===== src/core/ccse_pkg.sv =====
/*
 * Constants and types shared by the complement and compare-skip executor.
 * Assumes an 8-bit data path, 16-bit program words and a 12-bit data space.
 */
package ccse_pkg;

   localparam int unsigned WORD_W = 16;
   localparam int unsigned DATA_W = 8;
   localparam int unsigned ADDR_W = 12;

   // Opcode fields of the two instructions handled here.
   localparam logic [3:0] OPC_TOP_COMPLEMENT = 4'h1;
   localparam logic [1:0] OPC_SUB_COMPLEMENT = 2'h3;
   localparam logic [3:0] OPC_TOP_COMPARE    = 4'h6;
   localparam logic [2:0] OPC_SUB_COMPARE    = 3'h1;

   // Field positions inside the instruction word.
   localparam int unsigned POS_TOP_LSB  = 12;
   localparam int unsigned POS_CSUB_LSB = 10;
   localparam int unsigned POS_QSUB_LSB = 9;
   localparam int unsigned POS_DEST     = 9;
   localparam int unsigned POS_BANK     = 8;

   // Destination bit values.
   localparam logic DEST_ACCUM = 1'b0;
   localparam logic DEST_FILE  = 1'b1;

   // Access bank split and its upper-half page.
   localparam logic [7:0] ILO_LIMIT     = 8'h5F;
   localparam logic [3:0] ACC_LOW_PAGE  = 4'h0;
   localparam logic [3:0] ACC_HIGH_PAGE = 4'hF;

   // Number of program words skipped.
   localparam logic [1:0] SKIP_ONE_WORD = 2'h1;
   localparam logic [1:0] SKIP_TWO_WORD = 2'h2;
   localparam logic [1:0] SKIP_NONE     = 2'h0;

   typedef enum logic [1:0] {PH_Q1, PH_Q2, PH_Q3, PH_Q4} ccse_phase_t;
   typedef enum logic [1:0] {SEQ_EXEC, SEQ_SKIP1, SEQ_SKIP2} ccse_seq_t;
   typedef enum logic [1:0] {OP_NONE, OP_COMPLEMENT, OP_COMPARE} ccse_op_t;

   typedef struct packed {
      logic              en;
      logic [ADDR_W-1:0] addr;
      logic [DATA_W-1:0] data;
   } ccse_dwrite_t;

   typedef struct packed {
      logic we;
      logic neg;
      logic zero;
   } ccse_flags_t;

endpackage


===== src/core/ccse_exec.sv =====
/*
 * Executor for the register-complement and compare-equal-skip instructions.
 * Assumes the fetch unit presents the current word during phase Q1, a data
 * memory that returns read data in the cycle after the address is given,
 * and that the fetch unit flags whether the fetched next word is two-word.
 */
`timescale 1ns/100ps
module ccse_exec (
   input  wire logic                        core_clk_i,
   input  wire logic                        rst_b_i,
   input  wire logic                        clk_en_i,
   input  wire logic [ccse_pkg::WORD_W-1:0] instr_i,
   input  wire logic                        next_two_word_i,
   input  wire logic [ccse_pkg::DATA_W-1:0] working_accumulator_reg_i,
   input  wire logic [3:0]                  bank_select_register_i,
   input  wire logic [ccse_pkg::ADDR_W-1:0] index_base_i,
   input  wire logic                        ext_set_en_i,
   input  wire logic [ccse_pkg::DATA_W-1:0] dm_rdata_i,
   output logic [1:0]                       phase_o,
   output logic                             dm_rd_o,
   output logic [ccse_pkg::ADDR_W-1:0]      dm_raddr_o,
   output ccse_pkg::ccse_dwrite_t           dm_write_o,
   output logic                             acc_we_o,
   output logic [ccse_pkg::DATA_W-1:0]      acc_wdata_o,
   output ccse_pkg::ccse_flags_t            flags_o,
   output logic                             discard_o,
   output logic [1:0]                       skip_words_o,
   output logic                             nop_cycle_o
);
   import ccse_pkg::*;

   ccse_phase_t       phase_q;
   ccse_seq_t         seq_q;
   ccse_op_t          op_q;
   logic              dest_q;
   logic              two_word_q;
   logic [ADDR_W-1:0] addr_q;
   ccse_op_t          op_d;
   logic [ADDR_W-1:0] addr_d;
   logic [7:0]        file_f;
   logic              bank_a;
   logic [DATA_W-1:0] inv_data;
   logic [DATA_W-1:0] diff;

   assign file_f   = instr_i[POS_BANK-1:0];
   assign bank_a   = instr_i[POS_BANK];
   assign inv_data = ~dm_rdata_i;
   assign diff     = dm_rdata_i - working_accumulator_reg_i;

   // Opcode match; anything else is left to the rest of the core.
   always_comb begin
      op_d = OP_NONE;
      if (instr_i[WORD_W-1:POS_TOP_LSB] == OPC_TOP_COMPLEMENT &&
          instr_i[POS_TOP_LSB-1:POS_CSUB_LSB] == OPC_SUB_COMPLEMENT) begin
         op_d = OP_COMPLEMENT;
      end else if (instr_i[WORD_W-1:POS_TOP_LSB] == OPC_TOP_COMPARE &&
          instr_i[POS_TOP_LSB-1:POS_QSUB_LSB] == OPC_SUB_COMPARE) begin
         op_d = OP_COMPARE;
      end
   end

   // Data address formation; the indexed mode needs the extended set.
   always_comb begin
      if (bank_a) begin
         addr_d = {bank_select_register_i, file_f};
      end else if (ext_set_en_i && file_f <= ILO_LIMIT) begin
         addr_d = index_base_i + {{(ADDR_W-8){1'b0}}, file_f};
      end else if (file_f <= ILO_LIMIT) begin
         addr_d = {ACC_LOW_PAGE, file_f};
      end else begin
         addr_d = {ACC_HIGH_PAGE, file_f};
      end
   end

   // Free-running four-phase sequencer.
   always_ff @(posedge core_clk_i) begin
      if (!rst_b_i) begin
         phase_q <= PH_Q1;
      end else if (clk_en_i) begin
         case (phase_q)
            PH_Q1:   phase_q <= PH_Q2;
            PH_Q2:   phase_q <= PH_Q3;
            PH_Q3:   phase_q <= PH_Q4;
            default: phase_q <= PH_Q1;
         endcase
      end
   end

   // Decode in Q1; skip cycles decode nothing so the word is thrown away.
   always_ff @(posedge core_clk_i) begin
      if (!rst_b_i) begin
         op_q   <= OP_NONE;
         dest_q <= DEST_FILE;
         addr_q <= '0;
      end else if (clk_en_i && phase_q == PH_Q1) begin
         op_q   <= (seq_q == SEQ_EXEC) ? op_d : OP_NONE;
         dest_q <= instr_i[POS_DEST];
         addr_q <= addr_d;
      end
   end

   // Read strobe is held through Q2 only.
   always_ff @(posedge core_clk_i) begin
      if (!rst_b_i) begin
         dm_rd_o    <= 1'b0;
         dm_raddr_o <= '0;
      end else if (clk_en_i) begin
         dm_rd_o <= phase_q == PH_Q1 && seq_q == SEQ_EXEC &&
                    op_d != OP_NONE;
         if (phase_q == PH_Q1) begin
            dm_raddr_o <= addr_d;
         end
      end
   end

   // Process in Q3, results land on the ports for the Q4 cycle.
   always_ff @(posedge core_clk_i) begin
      if (!rst_b_i) begin
         dm_write_o  <= '0;
         acc_we_o    <= 1'b0;
         acc_wdata_o <= '0;
         flags_o     <= '0;
      end else if (clk_en_i) begin
         dm_write_o.en <= 1'b0;
         acc_we_o      <= 1'b0;
         flags_o.we    <= 1'b0;
         if (phase_q == PH_Q3 && op_q == OP_COMPLEMENT) begin
            dm_write_o.en   <= dest_q == DEST_FILE;
            dm_write_o.addr <= addr_q;
            dm_write_o.data <= inv_data;
            acc_we_o        <= dest_q == DEST_ACCUM;
            acc_wdata_o     <= inv_data;
            flags_o.we      <= 1'b1;
            flags_o.neg     <= inv_data[DATA_W-1];
            flags_o.zero    <= inv_data == '0;
         end
      end
   end

   // Skip control: the discard and counter step are shown during Q4.
   always_ff @(posedge core_clk_i) begin
      if (!rst_b_i) begin
         discard_o    <= 1'b0;
         skip_words_o <= SKIP_NONE;
      end else if (clk_en_i) begin
         discard_o    <= 1'b0;
         skip_words_o <= SKIP_NONE;
         if (phase_q == PH_Q3 && op_q == OP_COMPARE &&
             diff == '0) begin
            discard_o    <= 1'b1;
            skip_words_o <= next_two_word_i ? SKIP_TWO_WORD
                                            : SKIP_ONE_WORD;
         end
      end
   end

   // Skip sequence; a two-word victim costs a second idle cycle.
   always_ff @(posedge core_clk_i) begin
      if (!rst_b_i) begin
         seq_q      <= SEQ_EXEC;
         two_word_q <= 1'b0;
      end else if (clk_en_i && phase_q == PH_Q4) begin
         case (seq_q)
            SEQ_EXEC: begin
               if (discard_o) begin
                  seq_q      <= SEQ_SKIP1;
                  two_word_q <= skip_words_o == SKIP_TWO_WORD;
               end
            end
            SEQ_SKIP1: begin
               seq_q <= two_word_q ? SEQ_SKIP2 : SEQ_EXEC;
            end
            default: seq_q <= SEQ_EXEC;
         endcase
      end
   end

   // Phase and idle-cycle indication for the rest of the core.
   always_ff @(posedge core_clk_i) begin
      if (!rst_b_i) begin
         phase_o     <= PH_Q1;
         nop_cycle_o <= 1'b0;
      end else if (clk_en_i) begin
         phase_o <= (phase_q == PH_Q4) ? PH_Q1 : phase_q + 2'h1;
         if (phase_q == PH_Q4) begin
            nop_cycle_o <= (seq_q == SEQ_EXEC && discard_o) ||
                           (seq_q == SEQ_SKIP1 && two_word_q);
         end
      end
   end
endmodule


===== config.mk =====
export PLATFORM = sky130hd
export DESIGN_NAME = ccse_exec
export DESIGN_NICKNAME = d
export VERILOG_FILES = /design/src/core/ccse_pkg.sv /design/src/core/ccse_exec.sv
export SDC_FILE = /design/constraint.sdc
export NUM_CORES = 1
export LEC_CHECK = 0
export BUFFER_PORTS_ARGS = -buffer_cell sky130_fd_sc_hd__buf_2
export CAP_MARGIN = 5
export CORE_AREA = 2 2 88 81
export DETAILED_ROUTE_END_ITERATION = 7
export DIE_AREA = 0 0 90 83
export PLACE_DENSITY_LB_ADDON = 0.15
export SLEW_MARGIN = 20
export SYNTH_ARGS = -nofsm -noshare
export SYNTH_HDL_FRONTEND = slang
export SYNTH_SLANG_ARGS = --single-unit

===== constraint.sdc =====
create_clock -name core_clk_i -period 2.15 [get_ports core_clk_i]
set_input_delay 0.1075 -clock core_clk_i [delete_from_list [all_inputs] [get_ports core_clk_i]]
set_output_delay 0.1075 -clock core_clk_i [all_outputs]
set_load 0.1 [all_outputs]

# Yosys cells after proc, flatten, opt, wreduce, memory -nomap -nowiden
# Index checks and enable logic that the tools add are counted.
# classes
magnitude_cmp	1
reduce_logical	23
n_addsub	3
mux	17
n_bitwise	2
eq_ne	12
# ops
cell	count
$mux 12	3
$mux 21	1
$logic_not 8->1	2
$mux 2	8
$add 12x8->12	1
$logic_and 1x1->1	12
$eq 2x2->1 const B	5
$le 8x7->1 const B	1
$not 8->8	1
$reduce_and 2->1	4
$sub 8x8->8	1
$eq 2x1->1 const B	3
$pmux 2 s3	1
$eq 4x1->1 const B	1
$eq 4x3->1 const B	1
$logic_not 2->1	2
$pmux 2 s2	1
$eq 3x1->1 const B	1
$mux 3	1
$reduce_and 3->1	1
$add 2x1->2 const B	1
$mux 1	2
$ne 2x2->1 const B	1
$reduce_bool 2->1	1
other kinds (2)	2
# word_totals
ff_bits	64
word_cells	77
in_bits	53
out_inout_bits	52

# Logic depth before layout (Yosys ltp)
# Gate-level depths: netlist of the first run.
# logic_depth
ltp_word	6
mapped_depth	8
mapped_depth_nobuf	8

# Least setup slack after synthesis of the first run
# Ideal clock, no wire load.
# synth_path
kind	input to register
from	in working_accumulator_reg_i[4] (netlist name)
to	reg skip_words_o[1]
n_path_buf	0
setup_time_ps	63
slack_ps	274
path_stages	6
arrival_time_ps	1813
t_required_ps	2087
path_cell_list	inv_1 ha_1 or3_1 or4_4 a2111oi_4 a32o_1
# synth_between
elab_chain_len	4
# synth_rtl
item	line	rtl
from (decl)	ccse_exec.sv:14	input wire logic [ccse_pkg::DATA_W-1:0] working_accumulator_reg_i,
$sub 8x8->8	ccse_exec.sv:48	assign diff = dm_rdata_i - working_accumulator_reg_i;
$logic_not 8->1	ccse_exec.sv:149	diff == '0) begin
$logic_and 1x1->1	ccse_exec.sv:148	if (phase_q == PH_Q3 && op_q == OP_COMPARE &&
$mux 2	ccse_exec.sv:148	
to (signal assigned)	ccse_exec.sv:151	skip_words_o <= next_two_word_i ? SKIP_TWO_WORD
to (decl)	ccse_exec.sv:27	output logic [1:0] skip_words_o,
# Every way passes these cells.
# A chain may end at the register's enable or synchronous reset.

# Worst setup path after layout of the first run
# layout_path
from	reg phase_q[0]
to	reg addr_q[10]
# layout_between
elab_chain_len	2
# layout_rtl
item	line	rtl
from (decl)	ccse_exec.sv:32	ccse_phase_t phase_q;
from (signal assigned)	ccse_exec.sv:78	phase_q <= PH_Q1;
from (signal assigned)	ccse_exec.sv:81	PH_Q1: phase_q <= PH_Q2;
from (signal assigned)	ccse_exec.sv:82	PH_Q2: phase_q <= PH_Q3;
$logic_not 2->1	ccse_exec.sv:95	end else if (clk_en_i && phase_q == PH_Q1) begin
$logic_and 1x1->1	ccse_exec.sv:95	
to (signal assigned)	ccse_exec.sv:98	addr_q <= addr_d;
to (decl)	ccse_exec.sv:37	logic [ADDR_W-1:0] addr_q;
# Every way passes these cells.

==> impl_metrics.toml, run 1 <==
[final_layout]
final_cells = 538
area_growth_pct = 24.4
nets = 519
drive_gt1_share_pct = 28.3
fillers = 664
n_antenna_cell = 0

[sta]
period_share_pct = 85.8
rsz0062_at_grt = "no"
period_needed_ns = 1.84
tightestPinTransition_ns = 0.661
hold_viol = 0
fin_skew_ns = 0.0123
setup_viol = 0
slew_headroom_pct = 55.9
fin_tns_setup_ns = 0
fmax_ghz = 0.542
drv_slew = 0
holdWs_ns = 0.0109
setup_slack_ns = 0.306

[synthesis]
synth-seq-cells = 50
synthDistinctLibCells = 56
synth.avg_cell_area_sq_um = 8.15
ys.warnings.count = 0
synth_flop_cell = "dfxtp_1"
synthCells = 352
ys_seq_area_share_pct = 34.9
synth_edf_count = 0
syn-num-nets = 424
netlist_area_sq_um = 2870
synthArstFlopShare_pct = 0

[routing]
drc = 0
first_pass_iters = 4
num_vias = 2801
wl_um = 7390
drt_iter0_markers = 76
wire_per_inst_um = 13.7
antenna_left = 0
avgViaCountPerCell = 5.21

[placement]
placedCellCount = 528
dpl.hpwl_um = 5720
portBuffers = 104
place.gp.congestion = 0.812
post-place-ws_ns = 0.0780

[power]
cellPowerDensity_nw_per_um2 = 669
peakVddDrop_v = 0.000277
p_leak_nw = 1.66

[critical_path]
path_class = "reg -> reg"
path_max_fanout = 11
critPathCaptureType = "register"
critPathRequiredTime_ns = 2.36
crit_path_start_kind = "register"
critPathArrivalTime_ns = 2.05

[global_route]
antenna_found_initial = 0
grt-ovfl-total = 0
grt_pass1_wl_um = 12300
grt_max_degree = 22
grt_pass1_vias = 2636
grt.total_usage_pct = 19.8

[clock_tree]
cts_tree = "built"
worstSkewPairLatency_ns = 0.31
htreeDepth = 2
clockRootBuffer = "clkbuf_8"
clock_sinks = 50
ctsResizeCount = 0
clockBufferDepth = 2
numCtsBuffers = 5
clk_pin_slew_ns = 0.10

[hold_path]
hold_class = "in -> reg"

[floorplanning]
initial_core_util_pct = 44.0
rows = 28
coreArea_sq_um = 6520
die_area_sq_um = 7470
die_x_um = 90
die_y_um = 83
io_pins = 105

[job]
maxCapViolCount = 0

[outcome]
status = "completed"
==> state kept, by name, indices dropped and copies added (netlist names), 2 cells and up <==
register and flops:
phase_q 2, seq_q 2, op_q 2, addr_q 12
flags_o 2, skip_words_o 2, dm_write_o 13, acc_wdata_o 8
==> per-layer routing <==
metal / global-route usage (%) / share of wire (%) / routed length, um / up-vias
met2: 30.8 / 42 / 3120 / 92
met5: 0 / 0 / 0 / -
li1: - / - / - / 1438
met4: 5.03 / 1.1 / 85 / 0
met3: 4.08 / 6.2 / 460 / 8
met1: 28.1 / 50 / 3730 / 1263
==> path summary, 6_finish.rpt <==
kind                  start              to  slack, ns  cells after the start
max              phase_q[0]      addr_q[10]       0.31                      7
min           dm_rdata_i[6]  acc_wdata_o[6]       0.01                      2
max reg2reg      phase_q[0]      addr_q[10]       0.31                      7
min reg2reg  dm_write_o[17]  dm_write_o[17]       0.46                      2
==> Yosys cell counts, types with 4 or more instances <==
master    number  area [sq um]
dfxtp_1       50          1000
nand2_1       44           165
nor2_1        35           131
a21oi_1       28           140
ha_1          18           225
inv_1         16          60.1
clkbuf_1      13          48.8
a211oi_1      12          90.1
buf_4         12          90.1
a21boi_1      11          82.6
nor3_1        11          55.1
o21ai_0       11          55.1
nand4_1        7          43.8
nand3_1        5          25.0
nor2b_1        5          31.3
and2_1         4          25.0
o211ai_1       4          30.0
o21a_1         4          30.0
o21ai_1        4          20.0
xnor2_1        4          35.0
==> cell type report <==
cell class              count  area [sq um]  area share [%]
repair buffers            114           601            16.8
multi-input cells         259          1650            46.3
clock inverters             3          68.8            1.93
well taps                  90           113            3.16
clock buffers               5          68.8            1.93
inverters                  17          63.8            1.79
flip-flops and latches     50          1000            28.1
==> critical path, cell delays in order (launching register included) <==
cell and delay [ns]:
dfxtp_1 0.35, inv_1 0.08, ha_1 0.19, and2_1 0.43
o21ai_1 0.23, a21oi_1 0.18, a2bb2oi_1 0.18, nand3_1 0.10
==> logic make-up (layout without fill, tap and decap cells) <==
logic type | after synthesis | in the layout | synth area share [%]
simple gates | 136 | 136 | 23.5
compound gates | 96 | 96 | 23.0
flops | 50 | 50 | 34.9
buf+inv | 43 | 139 | 7.46
fa+ha+maj | 19 | 19 | 8.55
xor+xnor | 4 | 4 | 1.22
mux | 4 | 4 | 1.44
==> per-stage QoR <==
| stage | util [%] | instance area, sq um | power [mW] |
|---|---|---|---|
| after floorplan | - | 2870 | 1.45 |
| after global placement | 52.3 | 3410 | 1.59 |
| after detailed placement | 52.3 | 3410 | 1.60 |
| after CTS | 54.8 | 3570 | 2.41 |
| after global routing | 54.8 | 3570 | 2.49 |
| final | 54.8 | 3570 | 2.39 |
==> where the power goes <==
part | total [mW] | internal (mW) | switching (mW) | leakage, nW
clock | 0.803 | 0.466 | 0.337 | 0.0683
combinational | 0.599 | 0.180 | 0.419 | 1.19
sequential | 0.984 | 0.957 | 0.0267 | 0.406
==> timing repair <==
action	in CTS	in global routing
buffers inserted	0	0
endpoints found under the hold margin	2	0
hold buffers	2	0
==> placed cells by master, fill, tap and decap left out, drive strengths merged, types with 2 or more instances in the layout <==
| cell type | count |
|---|---|
| buf | 112 |
| dfxtp | 50 |
| nand2 | 44 |
| nor2 | 35 |
| a21oi | 28 |
| ha | 18 |
| inv | 17 |
| o21ai | 16 |
| a211oi | 12 |
| a21boi | 12 |
| nor3 | 11 |
| nand4 | 7 |
| nand3 | 5 |
| nor2b | 5 |
| clkbuf | 5 |
| xnor2 | 4 |
| o21a | 4 |
| o211ai | 4 |
| and2 | 4 |
| or3 | 4 |
| nand3b | 3 |
| mux2i | 3 |
| and3 | 3 |
| o211a | 3 |
| nor3b | 2 |
| nand4b | 2 |
| a32o | 2 |
| a21o | 2 |
| and4 | 2 |
| nand2b | 2 |
| o31ai | 2 |
| o311ai | 2 |
| bufinv | 2 |
| dlygate4sd3 | 2 |
(Power assumes the default switching activity.)
==> inputs of run 2 (changes only) <==
Settings changed: PLACE_DENSITY_LB_ADDON 0.15 to 0.25, SKIP_CTS_REPAIR_TIMING set to 1.
==> impl_metrics.toml, run 2 (same netlist as run 1, synthesis figures left out) <==
[power]
peakVddDrop_v = 0.000314
p_leak_nw = 1.64
power_mw = 2.24
cellPowerDensity_nw_per_um2 = 632

[placement]
placedCellCount = 527
placed_area_sq_um = 3400
portBuffers = 104
dpl.hpwl_um = 5820
post-place-ws_ns = 0.0609
place.gp.congestion = 0.793

[final_layout]
final_cells = 538
mostFrequentLayoutCell = "buf_2"
drive_gt1_share_pct = 27.7
postLayoutCellArea_sq_um = 3540
top_register = "dm_write_o"
largest_reg_flops = 13
area_growth_pct = 23.4
reg_top3 = "dm_write_o (13), addr_q (12), acc_wdata_o (8)"
n_antenna_cell = 0
final_util_pct = 54.3
final_cell_mix = "buf_2, dfxtp_1, nand2_1, nor2_1, a21oi_1"
nets = 519

[hold_path]
hold_class = "in -> reg"

[sta]
rsz0062_at_grt = "no"
fmax_ghz = 0.556
holdWs_ns = 0.0278
hold_viol = 0
setup_viol = 0
slew_headroom_pct = 50.9
period_share_pct = 83.6
tightestPinTransition_ns = 0.736
period_needed_ns = 1.80
fin_tns_setup_ns = 0
fin_skew_ns = 0.00439
drv_slew = 0
setup_slack_ns = 0.352

[routing]
wire_per_inst_um = 13.9
num_vias = 2791
avgViaCountPerCell = 5.19
drc = 0
antenna_left = 0
drt_iter0_markers = 112
first_pass_iters = 4
wl_um = 7500

[floorplanning]
coreArea_sq_um = 6520
die_x_um = 90
initial_core_util_pct = 44.0
die_y_um = 83
io_pins = 105
die_area_sq_um = 7470
rows = 28

[critical_path]
path_class = "reg -> reg"
crit_path_start_kind = "register"
path_max_fanout = 10
critPathArrivalTime_ns = 2.00
critPathRequiredTime_ns = 2.35
critPathCaptureType = "register"

[job]
maxCapViolCount = 0

[outcome]
status = "completed"

[clock_tree]
clock_sinks = 50
clockRootBuffer = "clkbuf_8"
clk_pin_slew_ns = 0.09
numCtsBuffers = 5
cts_tree = "built"
clockBufferDepth = 2
htreeDepth = 2
worstSkewPairLatency_ns = 0.30

[global_route]
met3_usage_pct = 4.54
met2_usage_pct = 30.9
grt_pass1_vias = 2602
grt.total_usage_pct = 19.9
antenna_found_initial = 0
grt.busiest_layer = "met2"
grt_pass1_wl_um = 12300
grt_max_degree = 24
use_met1_pct = 28.0
grt-ovfl-total = 0
run 2: worst max-delay path: stages, from the launching register on:
cell	delay (ns)
dfxtp_1	0.40
inv_1	0.06
ha_1	0.22
and2_1	0.30
o21ai_1	0.26
nor2_1	0.07
o2111a_1	0.13
a211o_1	0.26
run 2: path summary, 6_finish.rpt:
| check | from | endpoint | slack [ns] | cells after the start |
|---|---|---|---|---|
| worst max-delay path | phase_q[1] | addr_q[9] | 0.35 | 7 |
| worst min-delay path | dm_rdata_i[5] | acc_wdata_o[5] | 0.03 | 2 |
| worst max register to register | phase_q[1] | addr_q[9] | 0.35 | 7 |
| worst min register to register | dm_write_o[12] | dm_write_o[12] | 0.45 | 2 |
run 2: layer usage:
metal / vias to the layer above / wire [um]
li1: 1437 / -
met1: 1269 / 3700
met2: 83 / 3350
met3: 2 / 401
met4: 0 / 42
met5: - / 0
run 2: layout make-up:
cell class	count	area [sq um]
fill	652	2980
multi-input combinational	259	1650
sequential	50	1000
timing repair buffer	114	603
tap	90	113
clock buffer	7	76.3
inverter	17	63.8
clock inverter	1	30.0
run 2: where the power goes:
| part | leakage (nW) | internal (mW) | switching, mW |
|---|---|---|---|
| registers | 0.406 | 0.957 | 0.0270 |
| logic | 1.19 | 0.181 | 0.417 |
| clock network | 0.0524 | 0.349 | 0.306 |
| total | 1.64 | 1.49 | 0.750 |
